--- src/design/tic_pkg.sv ---
// package: register map, field layout and timing constants of the interval timekeeper
package tic_pkg;
  // special function register addresses
  localparam logic [7:0] TIC_ADDR_CONTROL  = 8'hA1;
  localparam logic [7:0] TIC_ADDR_SUBSEC   = 8'hA2;
  localparam logic [7:0] TIC_ADDR_SECONDS  = 8'hA3;
  localparam logic [7:0] TIC_ADDR_MINUTES  = 8'hA4;
  localparam logic [7:0] TIC_ADDR_HOURS    = 8'hA5;
  localparam logic [7:0] TIC_ADDR_INTERVAL = 8'hA6;
  // control register field positions
  localparam int TIC_BIT_HOUR_FMT  = 6;
  localparam int TIC_BIT_TBASE_HI  = 5;
  localparam int TIC_BIT_TBASE_LO  = 4;
  localparam int TIC_BIT_SINGLE    = 3;
  localparam int TIC_BIT_MATCH     = 2;
  localparam int TIC_BIT_INT_EN    = 1;
  localparam int TIC_BIT_CLK_EN    = 0;
  // reset values
  localparam logic [7:0] TIC_RST_CONTROL = 8'h00;
  localparam logic [7:0] TIC_RST_COUNT   = 8'h00;
  // counter limits
  localparam logic [7:0] TIC_SUBSEC_MAX  = 8'h7F;
  localparam logic [7:0] TIC_SEC_MAX     = 8'h3B;
  localparam logic [7:0] TIC_MIN_MAX     = 8'h3B;
  localparam logic [7:0] TIC_HOUR24_MAX  = 8'h17;
  localparam logic [7:0] TIC_HOUR256_MAX = 8'hFF;
  localparam logic [7:0] TIC_ZERO        = 8'h00;
  localparam logic [7:0] TIC_ONE         = 8'h01;
  // timebase: one sub-second tick per 1/128 s from the 32.768 kHz crystal
  localparam real TIC_XTAL_HZ      = 32768.0;
  localparam real TIC_SUBSEC_HZ    = 128.0;
  localparam int  TIC_XTAL_PER_SUB = int'(TIC_XTAL_HZ / TIC_SUBSEC_HZ);
  localparam logic [7:0] TIC_PRE_MAX = 8'(TIC_XTAL_PER_SUB - 1);
  // wake-up vector
  localparam logic [15:0] TIC_WAKE_VECTOR = 16'h0053;
  // interval step rate selection
  typedef enum logic [1:0] {
    TIC_TB_SUBSEC,
    TIC_TB_SECOND,
    TIC_TB_MINUTE,
    TIC_TB_HOUR
  } tic_tbase_e;
  // special function register access
  typedef struct packed {
    logic       wr;
    logic       rd;
    logic [7:0] addr;
    logic [7:0] wdata;
  } tic_sfr_s;
  // carry flags out of the time cascade
  typedef struct packed {
    logic sub;
    logic sec;
    logic min;
    logic hour;
  } tic_carry_s;
endpackage

--- src/design/tic_wrap_count.sv ---
// wrapping 8-bit counter stage with preload and restore
`timescale 1ns/1ps
`default_nettype none
module tic_wrap_count
  import tic_pkg::*;
(
  // clock and reset
  input  wire logic       clock,
  input  wire logic       rst_b,
  // control
  input  wire logic       step,
  input  wire logic [7:0] max_val,
  input  wire logic       load,
  input  wire logic [7:0] load_val,
  // state
  output logic      [7:0] count_q,
  output logic            wrap
);
  // wrap when stepping at the limit
  assign wrap = step && (count_q == max_val);

  // counter update, load wins over step
  always_ff @(posedge clock or negedge rst_b) begin
    if (!rst_b) begin
      count_q <= TIC_RST_COUNT;
    end else if (load) begin
      count_q <= load_val;
    end else if (wrap) begin
      count_q <= TIC_ZERO;
    end else if (step) begin
      count_q <= count_q + TIC_ONE;
    end
  end
endmodule
`default_nettype wire

--- src/design/tic_timekeeper.sv ---
// top: time-of-day counter and interval timer on the crystal clock
`timescale 1ns/1ps
`default_nettype none
// Summary of operation
// hour format bit one counts hours 0..23, zero counts 0..255.
// timebase field picks interval step: 1/128 s, second, minute, hour.
// single mode gives one timeout which clears the interval enable.
// repeat mode reloads the interval counter each timeout and continues.
// flag sets when interval counter equals compare value, stays until cleared.
// flag with interval interrupt enabled raises the interrupt request.
// interval counter advances only while interval enable is one.
// time clock enable gates the timebase to all counters.
// clearing time clock enable restores registers to last written values.
// time registers take writes while time clock is off; software preloads.
// sub-second steps each 1/128 s, wraps 127 to 0, bumps seconds.
// seconds count 0..59, then wrap and bump minutes.
// minutes count 0..59, then wrap and bump hours.
// in 24-hour format hours count 0..23 then wrap to zero.
// software loads compare value 0..255; all values valid.
// at power-on compare value and four time registers are zero.
// whole block runs on the 32.768 kHz crystal, also in power-down.
// flag in power-down with interrupt enabled wakes core at vector 0053H.
// counter cleared to zero on reload and on enable rising.
module tic_timekeeper
  import tic_pkg::*;
(
  // crystal clock and power-on reset
  input  wire logic        clock,
  input  wire logic        rst_b,
  // special function register access from the core
  input  wire logic        sfr_wr,
  input  wire logic        sfr_rd,
  input  wire logic [7:0]  sfr_addr,
  input  wire logic [7:0]  sfr_wdata,
  output logic      [7:0]  sfr_rdata,
  output logic             sfr_hit,
  // interrupt and wake-up
  input  wire logic        irq_enable,
  input  wire logic        power_down,
  output logic             irq_req,
  output logic             wake_req,
  output logic      [15:0] wake_vector
);
  tic_sfr_s   sfr;
  tic_carry_s carry;
  logic [7:0] control_w;
  logic [3:0] config_q;
  logic       match_q;
  logic       int_en_q;
  logic       clk_en_q;
  logic [7:0] interval_value_q;
  logic [7:0] interval_count_q;
  logic [7:0] pre_q;
  logic [7:0] sub_wr_q;
  logic [7:0] sec_wr_q;
  logic [7:0] min_wr_q;
  logic [7:0] hour_wr_q;
  logic [7:0] sub_cnt;
  logic [7:0] sec_cnt;
  logic [7:0] min_cnt;
  logic [7:0] hour_cnt;
  logic [7:0] hour_max;
  logic       clk_en;
  logic       int_en;
  logic       int_en_d1_q;
  logic       tick;
  logic       restore;
  logic       interval_step;
  logic       timeout;
  logic       ctrl_wr;
  logic [7:0] rdata_d;
  tic_tbase_e tbase;

  // decode a register write at a given address
  function automatic logic wr_at(input tic_sfr_s s, input logic [7:0] a);
    return s.wr && (s.addr == a);
  endfunction

  // a time register takes a preload only while the time clock is stopped
  function automatic logic preload_at(input tic_sfr_s s, input logic [7:0] a,
                                      input logic stopped);
    return stopped && wr_at(s, a);
  endfunction

  // bundle the access signals
  assign sfr     = '{wr: sfr_wr, rd: sfr_rd, addr: sfr_addr, wdata: sfr_wdata};
  assign ctrl_wr = wr_at(sfr, TIC_ADDR_CONTROL);
  assign clk_en  = clk_en_q;
  assign int_en  = int_en_q;
  assign tbase   = tic_tbase_e'(control_w[TIC_BIT_TBASE_HI:TIC_BIT_TBASE_LO]);

  // restore pulse on the falling edge of the time clock enable
  assign restore = ctrl_wr && clk_en && !sfr.wdata[TIC_BIT_CLK_EN];

  // 1/128 s prescaler from the crystal, cleared while disabled
  always_ff @(posedge clock or negedge rst_b) begin
    if (!rst_b) begin
      pre_q <= TIC_RST_COUNT;
    end else if (!clk_en) begin
      pre_q <= TIC_ZERO;
    end else if (pre_q == TIC_PRE_MAX) begin
      pre_q <= TIC_ZERO;
    end else begin
      pre_q <= pre_q + TIC_ONE;
    end
  end
  assign tick = clk_en && (pre_q == TIC_PRE_MAX);

  // last value written to the sub-second register while stopped
  always_ff @(posedge clock or negedge rst_b) begin
    if (!rst_b) begin
      sub_wr_q <= TIC_RST_COUNT;
    end else if (preload_at(sfr, TIC_ADDR_SUBSEC, !clk_en)) begin
      sub_wr_q <= sfr.wdata;
    end
  end

  // last value written to the seconds register while stopped
  always_ff @(posedge clock or negedge rst_b) begin
    if (!rst_b) begin
      sec_wr_q <= TIC_RST_COUNT;
    end else if (preload_at(sfr, TIC_ADDR_SECONDS, !clk_en)) begin
      sec_wr_q <= sfr.wdata;
    end
  end

  // last value written to the minutes register while stopped
  always_ff @(posedge clock or negedge rst_b) begin
    if (!rst_b) begin
      min_wr_q <= TIC_RST_COUNT;
    end else if (preload_at(sfr, TIC_ADDR_MINUTES, !clk_en)) begin
      min_wr_q <= sfr.wdata;
    end
  end

  // last value written to the hours register while stopped
  always_ff @(posedge clock or negedge rst_b) begin
    if (!rst_b) begin
      hour_wr_q <= TIC_RST_COUNT;
    end else if (preload_at(sfr, TIC_ADDR_HOURS, !clk_en)) begin
      hour_wr_q <= sfr.wdata;
    end
  end

  // hour limit by format
  assign hour_max = control_w[TIC_BIT_HOUR_FMT] ? TIC_HOUR24_MAX : TIC_HOUR256_MAX;

  // time cascade
  tic_wrap_count u_sub (
    .clock    (clock),
    .rst_b    (rst_b),
    .step     (tick),
    .max_val  (TIC_SUBSEC_MAX),
    .load     (restore || (!clk_en && wr_at(sfr, TIC_ADDR_SUBSEC))),
    .load_val (restore ? sub_wr_q : sfr.wdata),
    .count_q  (sub_cnt),
    .wrap     (carry.sub)
  );
  tic_wrap_count u_sec (
    .clock    (clock),
    .rst_b    (rst_b),
    .step     (carry.sub),
    .max_val  (TIC_SEC_MAX),
    .load     (restore || (!clk_en && wr_at(sfr, TIC_ADDR_SECONDS))),
    .load_val (restore ? sec_wr_q : sfr.wdata),
    .count_q  (sec_cnt),
    .wrap     (carry.sec)
  );
  tic_wrap_count u_min (
    .clock    (clock),
    .rst_b    (rst_b),
    .step     (carry.sec),
    .max_val  (TIC_MIN_MAX),
    .load     (restore || (!clk_en && wr_at(sfr, TIC_ADDR_MINUTES))),
    .load_val (restore ? min_wr_q : sfr.wdata),
    .count_q  (min_cnt),
    .wrap     (carry.min)
  );
  tic_wrap_count u_hour (
    .clock    (clock),
    .rst_b    (rst_b),
    .step     (carry.min),
    .max_val  (hour_max),
    .load     (restore || (!clk_en && wr_at(sfr, TIC_ADDR_HOURS))),
    .load_val (restore ? hour_wr_q : sfr.wdata),
    .count_q  (hour_cnt),
    .wrap     (carry.hour)
  );

  // interval step source selection
  always_comb begin
    case (tbase)
      TIC_TB_SUBSEC: interval_step = tick;
      TIC_TB_SECOND: interval_step = carry.sub;
      TIC_TB_MINUTE: interval_step = carry.sec;
      TIC_TB_HOUR:   interval_step = carry.min;
      default:       interval_step = 1'b0;
    endcase
  end

  // compare value register, any 0..255 accepted
  always_ff @(posedge clock or negedge rst_b) begin
    if (!rst_b) begin
      interval_value_q <= TIC_RST_COUNT;
    end else if (wr_at(sfr, TIC_ADDR_INTERVAL)) begin
      interval_value_q <= sfr.wdata;
    end
  end

  // timeout when the stepped counter reaches the compare value
  assign timeout = int_en && interval_step && clk_en
                   && ((interval_count_q + TIC_ONE) == interval_value_q);

  // enable history for rising-edge clear
  always_ff @(posedge clock or negedge rst_b) begin
    if (!rst_b) begin
      int_en_d1_q <= 1'b0;
    end else begin
      int_en_d1_q <= int_en;
    end
  end

  // interval counter
  always_ff @(posedge clock or negedge rst_b) begin
    if (!rst_b) begin
      interval_count_q <= TIC_RST_COUNT;
    end else if ((int_en && !int_en_d1_q) || restore) begin
      interval_count_q <= TIC_ZERO;
    end else if (timeout) begin
      interval_count_q <= TIC_ZERO;
    end else if (int_en && interval_step) begin
      interval_count_q <= interval_count_q + TIC_ONE;
    end
  end

  // software configuration: hour format, timebase and single shot
  always_ff @(posedge clock or negedge rst_b) begin
    if (!rst_b) begin
      config_q <= TIC_RST_CONTROL[TIC_BIT_HOUR_FMT:TIC_BIT_SINGLE];
    end else if (ctrl_wr) begin
      config_q <= sfr.wdata[TIC_BIT_HOUR_FMT:TIC_BIT_SINGLE];
    end
  end

  // interval flag; a hardware set wins over a software clear
  always_ff @(posedge clock or negedge rst_b) begin
    if (!rst_b) begin
      match_q <= TIC_RST_CONTROL[TIC_BIT_MATCH];
    end else if (timeout) begin
      match_q <= 1'b1;
    end else if (ctrl_wr && !sfr.wdata[TIC_BIT_MATCH]) begin
      match_q <= 1'b0;
    end
  end

  // interval enable; a single-shot timeout overrides a write
  always_ff @(posedge clock or negedge rst_b) begin
    if (!rst_b) begin
      int_en_q <= TIC_RST_CONTROL[TIC_BIT_INT_EN];
    end else if (timeout && control_w[TIC_BIT_SINGLE]) begin
      int_en_q <= 1'b0;
    end else if (ctrl_wr) begin
      int_en_q <= sfr.wdata[TIC_BIT_INT_EN];
    end
  end

  // time clock enable
  always_ff @(posedge clock or negedge rst_b) begin
    if (!rst_b) begin
      clk_en_q <= TIC_RST_CONTROL[TIC_BIT_CLK_EN];
    end else if (ctrl_wr) begin
      clk_en_q <= sfr.wdata[TIC_BIT_CLK_EN];
    end
  end

  // control byte as software reads it, reserved bit low
  assign control_w = {1'b0, config_q, match_q, int_en_q, clk_en_q};

  // interrupt and wake-up requests
  assign irq_req     = match_q && irq_enable;
  assign wake_req    = irq_req && power_down;
  assign wake_vector = TIC_WAKE_VECTOR;

  // read data mux
  always_comb begin
    case (sfr.addr)
      TIC_ADDR_CONTROL:  rdata_d = control_w;
      TIC_ADDR_SUBSEC:   rdata_d = sub_cnt;
      TIC_ADDR_SECONDS:  rdata_d = sec_cnt;
      TIC_ADDR_MINUTES:  rdata_d = min_cnt;
      TIC_ADDR_HOURS:    rdata_d = hour_cnt;
      TIC_ADDR_INTERVAL: rdata_d = interval_value_q;
      default:           rdata_d = TIC_ZERO;
    endcase
  end

  // read data register, held between reads
  always_ff @(posedge clock or negedge rst_b) begin
    if (!rst_b) begin
      sfr_rdata <= TIC_ZERO;
    end else if (sfr.rd) begin
      sfr_rdata <= rdata_d;
    end
  end

  // hit flag, one cycle after a read inside the map
  always_ff @(posedge clock or negedge rst_b) begin
    if (!rst_b) begin
      sfr_hit <= 1'b0;
    end else begin
      sfr_hit <= sfr.rd && (sfr.addr >= TIC_ADDR_CONTROL) && (sfr.addr <= TIC_ADDR_INTERVAL);
    end
  end
endmodule
`default_nettype wire

--- config.mk ---
export PLATFORM = sky130hd
export DESIGN_NAME = tic_timekeeper
export DESIGN_NICKNAME = d
export VERILOG_FILES = /design/src/design/tic_pkg.sv /design/src/design/tic_wrap_count.sv /design/src/design/tic_timekeeper.sv
export SDC_FILE = /design/constraint.sdc
export NUM_CORES = 1
export LEC_CHECK = 0
export ABC_AREA = 1
export BUFFER_PORTS_ARGS = -buffer_cell sky130_fd_sc_hd__buf_2
export CAP_MARGIN = 25
export CORE_MARGIN = 2
export CORE_UTILIZATION = 35
export DETAILED_ROUTE_END_ITERATION = 10
export GPL_TIMING_DRIVEN = 0
export MAX_ROUTING_LAYER = met4
export PLACE_DENSITY = 0.56
export SYNTH_ARGS = -nofsm -noshare
export SYNTH_HDL_FRONTEND = slang
export SYNTH_HIERARCHICAL = 1
export SYNTH_SLANG_ARGS = --single-unit
--- constraint.sdc ---
create_clock -name clock -period 4.5 [get_ports clock]
set_clock_uncertainty 0.15 [all_clocks]
set_input_delay 0.45 -clock clock [delete_from_list [all_inputs] [get_ports clock]]
set_output_delay 0.45 -clock clock [all_outputs]
set_load 0.01 [all_outputs]
==> run_results.csv <==
group,metric,value,unit
logic_synthesis,yosysTopAreaCellShare,34.9,%
critical_path,path_cells,"ha_1 > nand2_1 > nor2_2 > nand3_1 > inv_1 > nand4_1 > nor2_1 > nor3b_4 > nand2_1 > nor2_4 > nand3_2 > nor2_4 > nand2_1 > nor2_4 > nand3_2 > nor2_4 > a21oi_1 > nor2_1 > nand2_2 > nor2_4 > nand2_4 > nand2_1 > nand2_1",
logic_synthesis,ys_seq_area_share,34.9,%
logic_synthesis,synth-edff-count,0,
timing,drv_slew,0,
critical_path,cp-end-kind,"register",
clocking,htree_levels,3,
global_routing,grt_pass1_wl,33.7,mm
global_routing,grt_usage,19.8,%
floorplan,die_h,151,um
cells_and_area,mostFrequentLayoutCell,"nand2_1",
timing,finalSetupTns,0,ns
clocking,path_clk_slew,0.07,ns
floorplan,io_pins,49,
critical_path,critPathBufInv,1,
logic_synthesis,yosysWarnings,6,
critical_path,max_stage_delay,0.38,ns
flow_run,cap_viol_max_count,0,
global_routing,grt.overflow.total,0,
cells_and_area,num_antenna_cells,0,
critical_path,worstSetupPathType,"register to register",
timing,fin_crit,4.18,ns
global_routing,grt_pass1_vias,6311,
timing,fmax,239,MHz
pwr,p_leak,0.00435,uW
floorplan,die_w,151,um
timing,hold_viol,0,
detailed_routing,routed_wl,20.8,mm
detailed_routing,drt_iter0_drc,433,
timing,rsz0062_at_grt,"no",
logic_synthesis,ys.flop_type,"dfrtp_1",
cells_and_area,drive_gt1_share,18.3,%
pwr,powerDensity,246,nW/um^2
timing,finalWorstSetupSlack,0.324,ns
logic_synthesis,synth.cell_area,7540,um^2
timing,fin_hold_ws,0.0403,ns
cells_and_area,final_cell_mix,"309 x nand2_1, 153 x inv_1, 105 x dfrtp_1, 69 x nor2_1, 69 x conb_1",
logic_synthesis,yosys.area.top_type,"dfrtp_1",
global_routing,antenna_found_initial,0,
critical_path,crit_fanout,9,
cells_and_area,area_growth,14.4,%
logic_synthesis,syn_inst,1065,
timing,worst_pin_slew,0.815,ns
clocking,cts_buffers,9,
critical_path,critPathTopFamily,"simple AND/OR/NAND/NOR gates",
clocking,tritoncts,"built",
detailed_routing,wl_per_cell,14.2,um
clocking,root_buffer,"clkbuf_16",
place,hpwl,15.9,mm
critical_path,r2r_cells,23,
floorplan,start_util,35.7,%
worst_hold_path,min_path_type,"input port to asynchronous set/reset pin",
critical_path,required,4.60,ns
critical_path,worstSetupStartpointType,"register",
detailed_routing,antenna_left,0,
detailed_routing,drc,0,
cells_and_area,fin_util,40.9,%
detailed_routing,viasPerCell,4.61,
cells_and_area,num-nets-final,1206,
pwr,vdd_ir_drop_max,0.177,mV
place,globalplace.congestion,0.840,
detailed_routing,firstDrtPassIters,7,
floorplan,die_area,22700,um^2
floorplan,core_area,21100,um^2
logic_synthesis,yosysUniqueCellTypes,41,
clocking,cts_buffer_depth,2,
logic_synthesis,synthArstFlopShare,100,%
logic_synthesis,synth_area_leaders,"dfrtp_1 35%, nand2_1 15%, inv_1 7.6%",
clocking,clock_sinks,105,
place,io_buffers,32,
logic_synthesis,synth_seq_cells,105,
global_routing,grt_max_degree,62,
timing,period_share,92.8,%
logic_synthesis,syn_area_per_cell,7.08,um^2
critical_path,arrival,4.27,ns
detailed_routing,via_count,6728,
critical_path,worst-path-stages,23,
place,pre_cts_ws,-0.372,ns
critical_path,worst_path_max_delay_cell,"dfrtp_1",
floorplan,rows,53,
clocking,hold_buffers,0,
clocking,clk_latency,0.36,ns
timing,setup_viol,0,
timing,slew_headroom,45.7,%
status,outcome,"finished clean",
logic make-up (layout without fill, tap and decap cells):
kind of cell               count (synthesis)  in the layout  share of synthesized area (%)
and+or+nand+nor                          559            559                           36.1
buffers and inverters                    209            260                           12.1
AOI/OAI and AO/OA                        166            166                           13.8
DFF                                      105            105                           34.9
xor gates and xnor gates                  18             18                           2.09
adders and majority gates                  6              6                          0.996
other                                      2             69                         0.0996
registers in the layout, summed over array words and instances, names as in the netlist, 4 cells and up:
| signal | count |
|---|---|
| interval_count_q | 8 |
| sec_wr_q | 8 |
| hour_wr_q | 8 |
| sfr_rdata | 8 |
| u_sub/count_q | 8 |
| u_sec/count_q | 8 |
| config_q | 4 |
| u_min/count_q | 8 |
| min_wr_q | 8 |
| sub_wr_q | 8 |
| u_hour/count_q | 8 |
| interval_value_q | 8 |
| pre_q | 8 |
worst paths after layout:
path                             start                  end  slack (ns)
max reg2reg                   pre_q[0]  interval_count_q[5]        0.32
min reg2reg                   pre_q[0]             pre_q[0]        0.33
max                           pre_q[0]  interval_count_q[5]        0.32
min in group clock         sfr_addr[2]              sfr_hit        0.19
min                              rst_b  interval_count_q[4]        0.04
max in group asynchronous        rst_b     u_min/count_q[2]        3.44
timing repair:
action	in CTS	in global routing
pin swaps	1	1
resized for setup	2	0
setup buffers	1	1
setup endpoints to repair	17	9
cells in the mapped netlist (4+ instances only):
| library cell | number |
|---|---|
| nor2_4 | 14 |
| nand3_2 | 7 |
| inv_2 | 17 |
| nor3_1 | 9 |
| o21ai_0 | 51 |
| nor2_8 | 4 |
| nand3_1 | 64 |
| buf_2 | 4 |
| inv_1 | 153 |
| nand2_4 | 11 |
| a21oi_1 | 17 |
| buf_4 | 21 |
| dfrtp_1 | 105 |
| nand4_2 | 4 |
| nor2_2 | 18 |
| o21ai_2 | 28 |
| a22oi_1 | 32 |
| xor2_1 | 16 |
| or2_1 | 4 |
| nand2_2 | 29 |
| nand4_1 | 7 |
| o21ai_1 | 29 |
| clkinv_1 | 7 |
| ha_1 | 6 |
| nand2_1 | 309 |
| buf_6 | 5 |
| o211ai_1 | 4 |
| nor2_1 | 69 |
worst register-to-register path: stages, from the launching register on:
cell	delay, ns
dfrtp_1	0.38
ha_1	0.17
nand2_1	0.08
nor2_2	0.16
nand3_1	0.22
inv_1	0.19
nand4_1	0.11
nor2_1	0.11
nor3b_4	0.35
nand2_1	0.15
nor2_4	0.14
nand3_2	0.11
nor2_4	0.20
nand2_1	0.12
nor2_4	0.13
nand3_2	0.10
nor2_4	0.20
a21oi_1	0.10
nor2_1	0.22
nand2_2	0.23
nor2_4	0.19
nand2_4	0.10
nand2_1	0.08
nand2_1	0.05
per-layer routing:
metal  global-route usage [%]  vias to the layer above  part of all wire [%]
met2                     32.5                      133                    47
met1                     26.2                     3072                    47
met5                        -                        -                     0
met4                     5.42                        0                   1.7
li1                         -                     3500                     -
met3                     1.82                       23                   3.9
stage by stage:
stage | cell area, um^2 | instances | total power [uW]
3_5_place_dp | 8320 | 1440 | 1380
3_3_place_gp | 8290 | 1439 | 1380
2_1_floorplan | 7790 | 1132 | 1280
5_1_grt | 8620 | 1458 | 2230
6_report | 8620 | 1458 | 2120
4_1_cts | 8620 | 1457 | 2140
power by group:
group / internal, uW / leakage (uW) / switching, uW
Combinational: 114 / 0.00280 / 200
Clock: 392 / 0.000129 / 365
Sequential: 996 / 0.00142 / 54.7
Total: 1500 / 0.00435 / 620
final cells by class:
class	count	area [um^2]
Clock buffer	12	246
Timing Repair Buffer	35	205
Tap cell	275	344
Sequential cell	105	2630
Multi-Input combinational cell	818	4260
Fill cell	2268	12500
Buffer	32	246
Inverter	177	664
Clock inverter	4	28.8
No activity file was read; power rests on OpenSTA's default activity.
